$ cat config.mk
export PLATFORM = sky130hd
export DESIGN_NAME = lsp_ctrl_flat
export DESIGN_NICKNAME = d
export VERILOG_FILES = /design/src/lsp_pkg.sv /design/src/lsp_if.sv /design/src/lsp_ctrl.sv /design/src/flat_wrapper.sv
export SDC_FILE = /design/constraint.sdc
export NUM_CORES = 1
export LEC_CHECK = 0
export CAP_MARGIN = 20
export CORE_MARGIN = 3
export CORE_UTILIZATION = 40
export DETAILED_ROUTE_END_ITERATION = 10
export DONT_BUFFER_PORTS = 1
export GPL_ROUTABILITY_DRIVEN = 0
export PLACE_DENSITY_LB_ADDON = 0.15
export SYNTH_ARGS = -nofsm -noshare
export SYNTH_HDL_FRONTEND = slang
export SYNTH_SLANG_ARGS = --single-unit
$ cat constraint.sdc
create_clock -name pclk -period 2.44 [get_ports pclk]
set_input_delay 0.244 -clock pclk [delete_from_list [all_inputs] [get_ports pclk]]
set_output_delay 0.244 -clock pclk [all_outputs]
set_load 0.02 [all_outputs]
$ cat src/lsp_pkg.sv
// shared constants and types for the link service primitive handler
package lsp_pkg;
  // primitive categories and vendor-added controls, 4-bit code
  typedef enum logic [3:0] {
    P_CONN, P_RESET, P_DISC, P_DATA, P_STOP, P_INIT, P_START,
    P_TRANS, P_ERROR, P_STAT, P_XID, P_TEST
  } prim_code_t;
  // primitive types: host originates req/resp, controller ind/conf
  typedef enum logic [1:0] {
    T_REQ, T_RESP, T_IND, T_CONF
  } prim_type_t;
  // configuration selectors for the controller's own registers
  localparam logic [1:0] CFG_BUS_CTRL = 2'h0;
  localparam logic [1:0] CFG_INIT_LO = 2'h1;
  localparam logic [1:0] CFG_INIT_HI = 2'h2;
  localparam logic [1:0] CFG_INT_CTRL = 2'h3;
  localparam int CFG_W = 16;
  localparam int PARAM_W = 8;
  localparam int PTR_W = 24;
  localparam int SEQ_W = 3;
  localparam logic [23:0] DESC_STEP = 24'h000008; // bytes per descriptor
  localparam logic [23:0] PTR_RST = 24'h000000;
  localparam logic [15:0] CFG_RST = 16'h0000;
  // reason codes placed in the primitive parameter field
  localparam logic [7:0] REASON_NONE = 8'h00;
  localparam logic [7:0] REASON_REFUSED = 8'h01;
  localparam logic [7:0] REASON_NOT_XID = 8'h02;
  // host-side apb register map
  localparam logic [7:0] A_CMD = 8'h00;
  localparam logic [7:0] A_EVT = 8'h04;
  localparam logic [7:0] A_CFG = 8'h08;
  localparam logic [7:0] A_STAT = 8'h0c;
  // field positions in the command and configuration registers
  localparam int CMD_CODE_LSB = 0;
  localparam int CMD_TYPE_LSB = 4;
  localparam int CMD_PARAM_LSB = 8;
  localparam int CFG_SEL_LSB = 0;
  localparam int CFG_DATA_LSB = 16;
endpackage
$ cat src/lsp_if.sv
// link between the host end and the controller end
`timescale 1ns/1ns
interface lsp_if;
  import lsp_pkg::*;
  logic prim_wr; // host -> ctrl: primitive command register write pulse
  prim_code_t prim_code;
  prim_type_t prim_type;
  logic [7:0] prim_param;
  logic cfg_wr; // host -> ctrl: configuration write pulse
  logic [1:0] cfg_sel;
  logic [15:0] cfg_data;
  logic ev_valid; // ctrl -> host: indication/confirmation pending
  prim_code_t ev_code;
  prim_type_t ev_type;
  logic [7:0] ev_param;
  logic ev_ack; // host -> ctrl: pending primitive taken
  logic irq; // ctrl -> host: interrupt request level
  modport ctrl (input prim_wr, prim_code, prim_type, prim_param, cfg_wr, cfg_sel,
    cfg_data, ev_ack, output ev_valid, ev_code, ev_type, ev_param, irq);
  modport host (output prim_wr, prim_code, prim_type, prim_param, cfg_wr, cfg_sel,
    cfg_data, ev_ack, input ev_valid, ev_code, ev_type, ev_param, irq);
endinterface

$ cat src/lsp_ctrl.sv
// controller end: primitive interpreter, sequence counts and descriptor pointers
// Operation
// RULE_01 - tx ack count follows last received N(r)
// RULE_02 - outstanding frames are V(S) minus V(A)
// RULE_03 - keep 24-bit next rx/tx descriptor pointers
// RULE_04 - services: establish, reset, disconnect, data
// RULE_05 - host requests/responds; controller indicates/confirms
// RULE_06 - disconnect unconfirmed; all others confirmed
// RULE_07 - indicate remote attempts to change link state
// RULE_08 - host answers confirmed indications with response
// RULE_09 - confirm once remote answers host request
// RULE_10 - connection primitives go through command register
// RULE_11 - data primitives ride descriptor ownership flags
// RULE_12 - stop, init, start, transparent control primitives
// RULE_13 - error primitive; status primitive writes status
// RULE_14 - xid only in x32 mode; test loopback
// RULE_15 - host configures, builds block, then init
// RULE_16 - start only after init confirm, then interrupts
// RULE_17 - connect confirm or disconnect indication with reason
// RULE_18 - passive disconnect request sends dm, f clear
// RULE_19 - connect response establishes the link
// RULE_20 - clear ownership only after send and ack
// RULE_21 - interrupt on each posted primitive, when enabled
//
// The APB slave port and the register addresses are this design's own decisions.
`timescale 1ns/1ns
module lsp_ctrl
  import lsp_pkg::*;
(
  input wire logic pclk, // system clock
  input wire logic presetn, // async reset, active low
  lsp_if.ctrl lnk, // primitive link to the host
  input wire logic x32_mode, // identification exchange permitted
  input wire logic rem_valid, // remote station event pulse
  input wire prim_code_t rem_code, // remote event kind
  input wire prim_type_t rem_type, // T_IND attempt or T_CONF answer
  input wire logic rem_ok, // answer positive
  input wire logic [7:0] rem_param, // reason on failure
  input wire logic [2:0] rx_nr, // N(r) of received S or I frame
  input wire logic rx_sup_valid, // S or I frame received pulse
  input wire logic tx_iframe_sent, // I frame sent, advances V(S)
  input wire logic tx_desc_acked, // tx descriptor sent and acknowledged
  input wire logic rx_desc_done, // rx descriptor filled
  input wire logic init_done, // init block fetch finished
  input wire logic [23:0] rx_ring_base, // ring bases from init block
  input wire logic [23:0] tx_ring_base, // ring bases from init block
  output logic rem_ready, // slot free for a remote event
  output logic init_fetch, // start fetching the init block
  output logic link_enable, // link operation enabled
  output logic transparent, // transparent operation
  output logic send_dm, // send dm frame with f clear
  output logic loopback, // remote loopback test active
  output logic status_wr, // write chip status to status buffer
  output logic [15:0] status_word, // status written
  output logic own_clear, // clear tx descriptor ownership flag
  output logic [2:0] tx_ack_count, // V(A)
  output logic [2:0] outstanding, // unacknowledged I frames
  output logic [23:0] current_rx_descriptor_ptr, // next rx descriptor
  output logic [23:0] current_tx_descriptor_ptr, // next tx descriptor
  output logic [15:0] bus_control_register // bus settings
);
  typedef enum logic [2:0] {
    S_STOPPED, S_INIT, S_IDLE, S_CONNECTING, S_CONNECTED, S_RESETTING, S_XID
  } st_t;
  st_t st_q, st_d;
  logic [2:0] va_q, vs_q, out_q;
  logic [23:0] rxp_q, txp_q;
  logic [15:0] busc_q, ilo_q, ihi_q, intc_q, stw_q;
  logic ev_v_q, irq_q, rdy_q, fetch_q, en_q, tr_q, dm_q, lb_q, stat_q, own_q;
  prim_code_t ev_c_q;
  prim_type_t ev_t_q;
  logic [7:0] ev_p_q;
  // decode of host commands and remote events
  wire cmd = lnk.prim_wr;
  wire is_req = cmd && lnk.prim_type == T_REQ; // [RULE_05]
  wire is_resp = cmd && lnk.prim_type == T_RESP; // [RULE_05]
  wire rq_stop = is_req && lnk.prim_code == P_STOP; // [RULE_12]
  wire rq_init = is_req && lnk.prim_code == P_INIT && st_q == S_STOPPED; // [RULE_12]
  wire rq_start = is_req && lnk.prim_code == P_START && st_q == S_IDLE && !en_q; // [RULE_12]
  wire rq_trans = is_req && lnk.prim_code == P_TRANS && en_q; // [RULE_12]
  wire rq_stat = is_req && lnk.prim_code == P_STAT; // [RULE_13]
  wire rq_test = is_req && lnk.prim_code == P_TEST && en_q; // [RULE_14]
  wire rq_conn = is_req && lnk.prim_code == P_CONN && en_q && st_q == S_IDLE; // [RULE_10]
  wire rq_disc = is_req && lnk.prim_code == P_DISC && en_q; // [RULE_10]
  wire rq_reset = is_req && lnk.prim_code == P_RESET && st_q == S_CONNECTED; // [RULE_04]
  wire rq_xid = is_req && lnk.prim_code == P_XID && en_q && st_q == S_IDLE; // [RULE_14]
  wire rs_conn = is_resp && lnk.prim_code == P_CONN && st_q == S_CONNECTING; // [RULE_19]
  wire rs_reset = is_resp && lnk.prim_code == P_RESET && st_q == S_RESETTING;
  wire slot_free = !ev_v_q || lnk.ev_ack;
  wire rem_take = rem_valid && rdy_q && en_q;
  // xid from the remote is refused outside x32 mode and never indicated
  wire rem_drop = rem_code == P_XID && !x32_mode; // [RULE_14]
  wire init_post = init_done && st_q == S_INIT && slot_free;
  wire xid_post = rq_xid && !x32_mode && slot_free;
  wire post = (rem_take && !rem_drop) || init_post || xid_post;
  wire rem_fail = rem_type == T_CONF && !rem_ok;
  // a failed confirmed service reports as disconnect indication plus reason
  wire prim_code_t post_c = init_post ? P_INIT : (xid_post || rem_fail) ? P_DISC : rem_code;
  wire prim_type_t post_t = (init_post || (!xid_post && rem_type == T_CONF && rem_ok))
    ? T_CONF : T_IND; // [RULE_17]
  wire [7:0] post_p = init_post ? REASON_NONE : xid_post ? REASON_NOT_XID : rem_param;
  // state machine for link phases
  always_comb begin
    st_d = st_q;
    if (rq_stop) begin
      st_d = S_STOPPED; // [RULE_12]
    end else if (rq_init) begin
      st_d = S_INIT; // [RULE_12]
    end else if (init_post) begin
      st_d = S_IDLE;
    end else if (rq_conn) begin
      st_d = S_CONNECTING; // [RULE_17]
    end else if (rq_reset) begin
      st_d = S_RESETTING;
    end else if (rq_xid && x32_mode) begin
      st_d = S_XID;
    end else if (rq_disc) begin
      st_d = S_IDLE; // [RULE_06] no confirmation follows
    end else if (rs_conn || rs_reset) begin
      st_d = S_CONNECTED; // [RULE_19]
    end else if (rem_take && !rem_drop) begin
      unique case (rem_type)
        T_CONF: st_d = (rem_ok && rem_code != P_XID && rem_code != P_TEST)
          ? S_CONNECTED : S_IDLE; // [RULE_17]
        T_IND: begin
          if (rem_code == P_DISC) begin
            st_d = S_IDLE;
          end else if (rem_code == P_CONN) begin
            st_d = S_CONNECTING; // awaits connect response
          end else if (rem_code == P_RESET) begin
            st_d = S_RESETTING; // awaits reset response
          end
        end
        default: st_d = st_q;
      endcase
    end
  end
  // phase, enables and controller-originated primitive slot
  always_ff @(posedge pclk or negedge presetn) begin
    if (!presetn) begin
      st_q <= S_STOPPED;
      en_q <= 1'b0;
      tr_q <= 1'b0;
      lb_q <= 1'b0;
      ev_v_q <= 1'b0;
      ev_c_q <= P_CONN;
      ev_t_q <= T_IND;
      ev_p_q <= REASON_NONE;
    end else begin
      st_q <= st_d;
      en_q <= rq_stop ? 1'b0 : (rq_start ? 1'b1 : en_q); // [RULE_12]
      tr_q <= rq_stop ? 1'b0 : (rq_trans ? 1'b1 : tr_q); // [RULE_12]
      lb_q <= rq_stop ? 1'b0 : (rq_test ? 1'b1 : (rem_take && rem_code == P_TEST ? 1'b0 : lb_q));
      if (post) begin
        ev_v_q <= 1'b1; // [RULE_07] [RULE_09]
        ev_c_q <= post_c;
        ev_t_q <= post_t;
        ev_p_q <= post_p; // [RULE_17] reason in parameter field
      end else if (lnk.ev_ack) begin
        ev_v_q <= 1'b0;
      end
    end
  end
  // one-cycle control pulses toward the link and memory engines, plus the status word and the rem_ready and irq levels
  always_ff @(posedge pclk or negedge presetn) begin
    if (!presetn) begin
      fetch_q <= 1'b0;
      dm_q <= 1'b0;
      stat_q <= 1'b0;
      own_q <= 1'b0;
      stw_q <= CFG_RST;
      rdy_q <= 1'b0;
      irq_q <= 1'b0;
    end else begin
      fetch_q <= rq_init; // [RULE_12]
      dm_q <= rq_disc && st_q == S_IDLE; // [RULE_18]
      stat_q <= rq_stat; // [RULE_13]
      stw_q <= {5'h00, st_q, va_q, vs_q, en_q, tr_q};
      own_q <= tx_desc_acked; // [RULE_20] [RULE_11]
      // one slot only: a pending primitive holds off the next remote event
      rdy_q <= !post && slot_free;
      irq_q <= intc_q[0] && en_q && (post || (ev_v_q && !lnk.ev_ack)); // [RULE_21]
    end
  end
  // sequence counts; V(A) tracks latest N(r)
  always_ff @(posedge pclk or negedge presetn) begin
    if (!presetn) begin
      va_q <= 3'h0;
      vs_q <= 3'h0;
      out_q <= 3'h0;
    end else begin
      if (rx_sup_valid) begin
        va_q <= rx_nr; // [RULE_01]
      end
      if (tx_iframe_sent) begin
        vs_q <= vs_q + 3'h1;
      end
      out_q <= vs_q - va_q; // [RULE_02] modulo 8 wraps naturally
    end
  end
  // descriptor pointers and configuration written over the link
  always_ff @(posedge pclk or negedge presetn) begin
    if (!presetn) begin
      rxp_q <= PTR_RST;
      txp_q <= PTR_RST;
      busc_q <= CFG_RST;
      ilo_q <= CFG_RST;
      ihi_q <= CFG_RST;
      intc_q <= CFG_RST;
    end else begin
      if (init_post) begin
        rxp_q <= rx_ring_base; // [RULE_03]
        txp_q <= tx_ring_base; // [RULE_03]
      end else begin
        rxp_q <= rx_desc_done ? rxp_q + DESC_STEP : rxp_q; // [RULE_03]
        txp_q <= tx_desc_acked ? txp_q + DESC_STEP : txp_q; // [RULE_03]
      end
      if (lnk.cfg_wr && lnk.cfg_sel == CFG_BUS_CTRL) busc_q <= lnk.cfg_data;
      if (lnk.cfg_wr && lnk.cfg_sel == CFG_INIT_LO) ilo_q <= lnk.cfg_data;
      if (lnk.cfg_wr && lnk.cfg_sel == CFG_INIT_HI) ihi_q <= lnk.cfg_data;
      // stop clears interrupt enable; a write in the same cycle loses
      if (rq_stop) begin
        intc_q <= CFG_RST;
      end else if (lnk.cfg_wr && lnk.cfg_sel == CFG_INT_CTRL) begin
        intc_q <= lnk.cfg_data;
      end
    end
  end
  // outputs straight from flops
  assign lnk.ev_valid = ev_v_q;
  assign lnk.ev_code = ev_c_q;
  assign lnk.ev_type = ev_t_q;
  assign lnk.ev_param = ev_p_q;
  assign lnk.irq = irq_q;
  assign rem_ready = rdy_q;
  assign init_fetch = fetch_q;
  assign link_enable = en_q;
  assign transparent = tr_q;
  assign send_dm = dm_q;
  assign loopback = lb_q;
  assign status_wr = stat_q;
  assign status_word = stw_q;
  assign own_clear = own_q;
  assign tx_ack_count = va_q;
  assign outstanding = out_q;
  assign current_rx_descriptor_ptr = rxp_q;
  assign current_tx_descriptor_ptr = txp_q;
  assign bus_control_register = busc_q;
endmodule

$ cat src/flat_wrapper.sv
// flat-port wrapper written by rule: the top's interface ports become plain ports
module lsp_ctrl_flat import lsp_pkg::*;
  (pclk, presetn, x32_mode, rem_valid, rem_code, rem_type, rem_ok, rem_param, rx_nr, rx_sup_valid, tx_iframe_sent, tx_desc_acked, rx_desc_done, init_done, rx_ring_base, tx_ring_base, rem_ready, init_fetch, link_enable, transparent, send_dm, loopback, status_wr, status_word, own_clear, tx_ack_count, outstanding, current_rx_descriptor_ptr, current_tx_descriptor_ptr, bus_control_register, lnk_prim_wr, lnk_prim_code, lnk_prim_type, lnk_prim_param, lnk_cfg_wr, lnk_cfg_sel, lnk_cfg_data, lnk_ev_ack, lnk_ev_valid, lnk_ev_code, lnk_ev_type, lnk_ev_param, lnk_irq);
  lsp_if lnk_i ();
  input wire logic pclk;
  input wire logic presetn;
  input wire logic x32_mode;
  input wire logic rem_valid;
  input wire prim_code_t rem_code;
  input wire prim_type_t rem_type;
  input wire logic rem_ok;
  input wire logic [7:0] rem_param;
  input wire logic [2:0] rx_nr;
  input wire logic rx_sup_valid;
  input wire logic tx_iframe_sent;
  input wire logic tx_desc_acked;
  input wire logic rx_desc_done;
  input wire logic init_done;
  input wire logic [23:0] rx_ring_base;
  input wire logic [23:0] tx_ring_base;
  output logic rem_ready;
  output logic init_fetch;
  output logic link_enable;
  output logic transparent;
  output logic send_dm;
  output logic loopback;
  output logic status_wr;
  output logic [15:0] status_word;
  output logic own_clear;
  output logic [2:0] tx_ack_count;
  output logic [2:0] outstanding;
  output logic [23:0] current_rx_descriptor_ptr;
  output logic [23:0] current_tx_descriptor_ptr;
  output logic [15:0] bus_control_register;
  input wire logic [$bits(lnk_i.prim_wr)-1:0] lnk_prim_wr;
  input wire logic [$bits(lnk_i.prim_code)-1:0] lnk_prim_code;
  input wire logic [$bits(lnk_i.prim_type)-1:0] lnk_prim_type;
  input wire logic [$bits(lnk_i.prim_param)-1:0] lnk_prim_param;
  input wire logic [$bits(lnk_i.cfg_wr)-1:0] lnk_cfg_wr;
  input wire logic [$bits(lnk_i.cfg_sel)-1:0] lnk_cfg_sel;
  input wire logic [$bits(lnk_i.cfg_data)-1:0] lnk_cfg_data;
  input wire logic [$bits(lnk_i.ev_ack)-1:0] lnk_ev_ack;
  output wire logic [$bits(lnk_i.ev_valid)-1:0] lnk_ev_valid;
  output wire logic [$bits(lnk_i.ev_code)-1:0] lnk_ev_code;
  output wire logic [$bits(lnk_i.ev_type)-1:0] lnk_ev_type;
  output wire logic [$bits(lnk_i.ev_param)-1:0] lnk_ev_param;
  output wire logic [$bits(lnk_i.irq)-1:0] lnk_irq;
  assign lnk_i.prim_wr = lnk_prim_wr;
  assign lnk_i.prim_code = lnk_prim_code;
  assign lnk_i.prim_type = lnk_prim_type;
  assign lnk_i.prim_param = lnk_prim_param;
  assign lnk_i.cfg_wr = lnk_cfg_wr;
  assign lnk_i.cfg_sel = lnk_cfg_sel;
  assign lnk_i.cfg_data = lnk_cfg_data;
  assign lnk_i.ev_ack = lnk_ev_ack;
  assign lnk_ev_valid = lnk_i.ev_valid;
  assign lnk_ev_code = lnk_i.ev_code;
  assign lnk_ev_type = lnk_i.ev_type;
  assign lnk_ev_param = lnk_i.ev_param;
  assign lnk_irq = lnk_i.irq;
  lsp_ctrl u_core (.pclk(pclk), .presetn(presetn), .lnk(lnk_i), .x32_mode(x32_mode), .rem_valid(rem_valid), .rem_code(rem_code), .rem_type(rem_type), .rem_ok(rem_ok), .rem_param(rem_param), .rx_nr(rx_nr), .rx_sup_valid(rx_sup_valid), .tx_iframe_sent(tx_iframe_sent), .tx_desc_acked(tx_desc_acked), .rx_desc_done(rx_desc_done), .init_done(init_done), .rx_ring_base(rx_ring_base), .tx_ring_base(tx_ring_base), .rem_ready(rem_ready), .init_fetch(init_fetch), .link_enable(link_enable), .transparent(transparent), .send_dm(send_dm), .loopback(loopback), .status_wr(status_wr), .status_word(status_word), .own_clear(own_clear), .tx_ack_count(tx_ack_count), .outstanding(outstanding), .current_rx_descriptor_ptr(current_rx_descriptor_ptr), .current_tx_descriptor_ptr(current_tx_descriptor_ptr), .bus_control_register(bus_control_register));
endmodule
==> summary.txt <==
Slew @ Worst Pin: 889 ps
Yosys reg bits: 111
total negative slack: 0 ps
most frequent cells in the layout: dfrtp_1, nand2_1, o21ai_0, xor2_1, nor2_1
grt ovf: 0
final std cells w/o fill: 693
Tcrit/Tclk final: 0.927
Clock Skews: 6.11 ps
WP data arrival: 2550 ps
Post-Syn Area per Cell: 10.4 um^2
FF+latch area: 2780 um^2
worst setup path startpoint: u_core.st_q[2]
row cnt: 40
post-place instance area: 5430 um^2
Port Buf Inserts: 0
drt wl/cell: 18.5 um
post-synth top area share: 0.536
RSZ-0062 raised after global routing: false
end of the critical path: u_core.lnk.irq
CTS buffer count: 9
CTS tree: built
post_cts resized: 0
post-synthesis sequential area ratio: 0.536
CORE AREA: 12300 um^2
element type at the critical path start: flop
Cells after Synth: 499
most common cell after layout, fill and taps aside: dfrtp_1
Initial DRC Count: 199
synth-to-layout area growth: 13.1%
TritonCTS Sinks: 111
clk_lat worst skew: 350 ps
ys async rst share: 1.00
Routed WL: 12.8 mm
reg2reg start: u_core.st_q[2]
ranking of synthesized cells by area: dfrtp_1, nand2_1, o21ai_0
PD cells: 1140 nW/um^2
HPWL Detailed: 9.41 mm
Post-synth EDFFs: 0
gr usage total: 0.181
num ports: 220
first-pass GRT wire length: 20.8 mm
Achievable Freq: 442 MHz
final net count: 635
Clock Tree Buf Depth: 2
Final Hold Fails: 111
yosys warns: 0
CTS clk-pin slew, worst paths: 70 ps
Sw Ratio: 0.422
CTS root buf: clkbuf_16
max-slew violations: 0
Filler Cells Inserted: 1177
n_diodes: 0
area leader, netlist: dfrtp_1
VDD IR-drop max: 0.508 mV
vias: 3732
Post-Syn Area: 5180 um^2
# setup viols final: 0
Crit. End Element: flop
vias in the first global route: 3828
hold buffers post-CTS: 15
Yosys cell types: 53
post-route cell area: 5860 um^2
LEAKAGE: 2.45 nW
worst hold path class: primary input to asynchronous set/reset pin
initial antenna violation count: 0
fraction of layout cells with a size suffix above 1: 0.120
combinational fraction of design power: 0.209
CP max FO: 9
DRC errors left: 0
internal power: 3.87 mW
Via density: 5.39
chip height: 120 um
reg2reg end: u_core.lnk.irq
antenna viol nets, final: 0
Worst slew margin: 0.401
Main synth FF type: dfrtp_1
Die X: 120 um
FF-to-FF setup slack: 180 ps
Max-Cap Viols: 0
TritonRoute pass-1 iters: 5
Clock Power Share: 0.214
R2R depth: 5
Initial Util: 0.421
Multi-input gate area: 2280 um^2
status: finished, violations left
largest net degree at the start of global routing: 112
category of the most critical setup path: flop to flop
Critical Path RT: 2730 ps
post-layout min period: 2260 ps
Die Footprint: 14400 um^2
dpl cells: 662
worst hold slack: -417 ps
failing checks: hold timing
sequential fraction of design power: 0.577
H-Tree Depth: 3
Net Switching: 2.83 mW
Post-CTS Setup Bufs: 0
worst min path at each step:
stage | start | end | slack (ps) | depth (start not counted)
global route | presetn | u_core.status_word[8] | -440 | 0
CTS | presetn | u_core.lnk.ev_code[2] | -430 | 0
finish | presetn | u_core.st_q[1] | -420 | 0
global placement | presetn | u_core.status_word[8] | -50 | 0
floorplan | presetn | u_core.bus_control_register[0] | -50 | 0
detailed placement | presetn | u_core.status_word[8] | -50 | 0
critical path: stages, from the launching register on:
cell and delay (ps):
dfrtp_1 480, nor4b_4 350, nand2_1 130, o41ai_2 830
or3_1 260, and3_1 160
through the flow:
step                utilization  setup slack [ps]  hold WS, ps  power (mW)
floorplan                     -               385        -51.6        4.76
global placement          0.441               192        -48.3        5.24
detailed placement        0.441               201        -48.2        5.31
CTS                       0.476               177         -433        6.79
global route              0.476              6.39         -438        7.14
finish                    0.476               179         -417        6.70
final cells by class:
type | count | area share
Inverter | 11 | 0.00704
Clock inverter | 7 | 0.00982
Timing Repair Buffer | 29 | 0.0457
Clock buffer | 9 | 0.0384
Sequential cell | 111 | 0.474
Multi-Input combinational cell | 358 | 0.389
Tap cell | 168 | 0.0359
state kept, by name (all words and copies together) (netlist names), 3 cells and up:
name	flops
u_core.current_rx_descriptor_ptr	24
u_core.tx_ack_count	3
u_core.vs_q	3
u_core.outstanding	3
u_core.current_tx_descriptor_ptr	24
u_core.status_word	11
u_core.lnk.ev_param	8
u_core.lnk.ev_code	4
u_core.st_q	3
u_core.bus_control_register	16
power groups by stage:
stage / clock [mW] / sequential (mW) / combinational, mW
global route: 1.55 / 3.98 / 1.61
CTS: 1.49 / 3.89 / 1.42
detailed placement: 0 / 3.92 / 1.39
global placement: 0 / 3.90 / 1.34
finish: 1.43 / 3.86 / 1.40
floorplan: 0 / 3.74 / 1.02
cell usage after synthesis (all sizes together), types with 2 or more instances:
cell type / instances
or4: 2
nand3: 12
nand3b: 2
ha: 4
o31ai: 3
buf: 10
mux2: 19
o21a: 2
a31oi: 5
o41ai: 2
a211oi: 3
nor3: 4
nor4b: 2
nor4: 5
inv: 11
mux2i: 11
conb: 2
and4: 4
nand2b: 3
clkbuf: 13
dfrtp: 111
or2: 2
xnor2: 17
nor2: 22
nor2b: 10
o21ai: 48
nand4: 18
or3: 2
xor2: 27
nand2: 87
o311a: 2
and3: 12
a21oi: 7
logic make-up (layout without fill, tap and decap cells):
group,after synthesis,count (layout),synth area share
flops,111,111,0.536
other cells,2,6,0.00145
compound gates,79,79,0.0932
fa+ha+maj,5,5,0.0135
simple gates,194,194,0.190
buf+inv,34,56,0.0292
mux,30,30,0.0625
xor+xnor,44,44,0.0744
metal layers:
metal,track usage,up-vias,wire [um]
met3,0.0759,16,1390
met1,0.231,1789,5320
met4,0.0659,0,240
li1,-,1764,-
met5,0,-,0
met2,0.276,163,5900
Note: power is estimated with default switching activity, not from simulation.
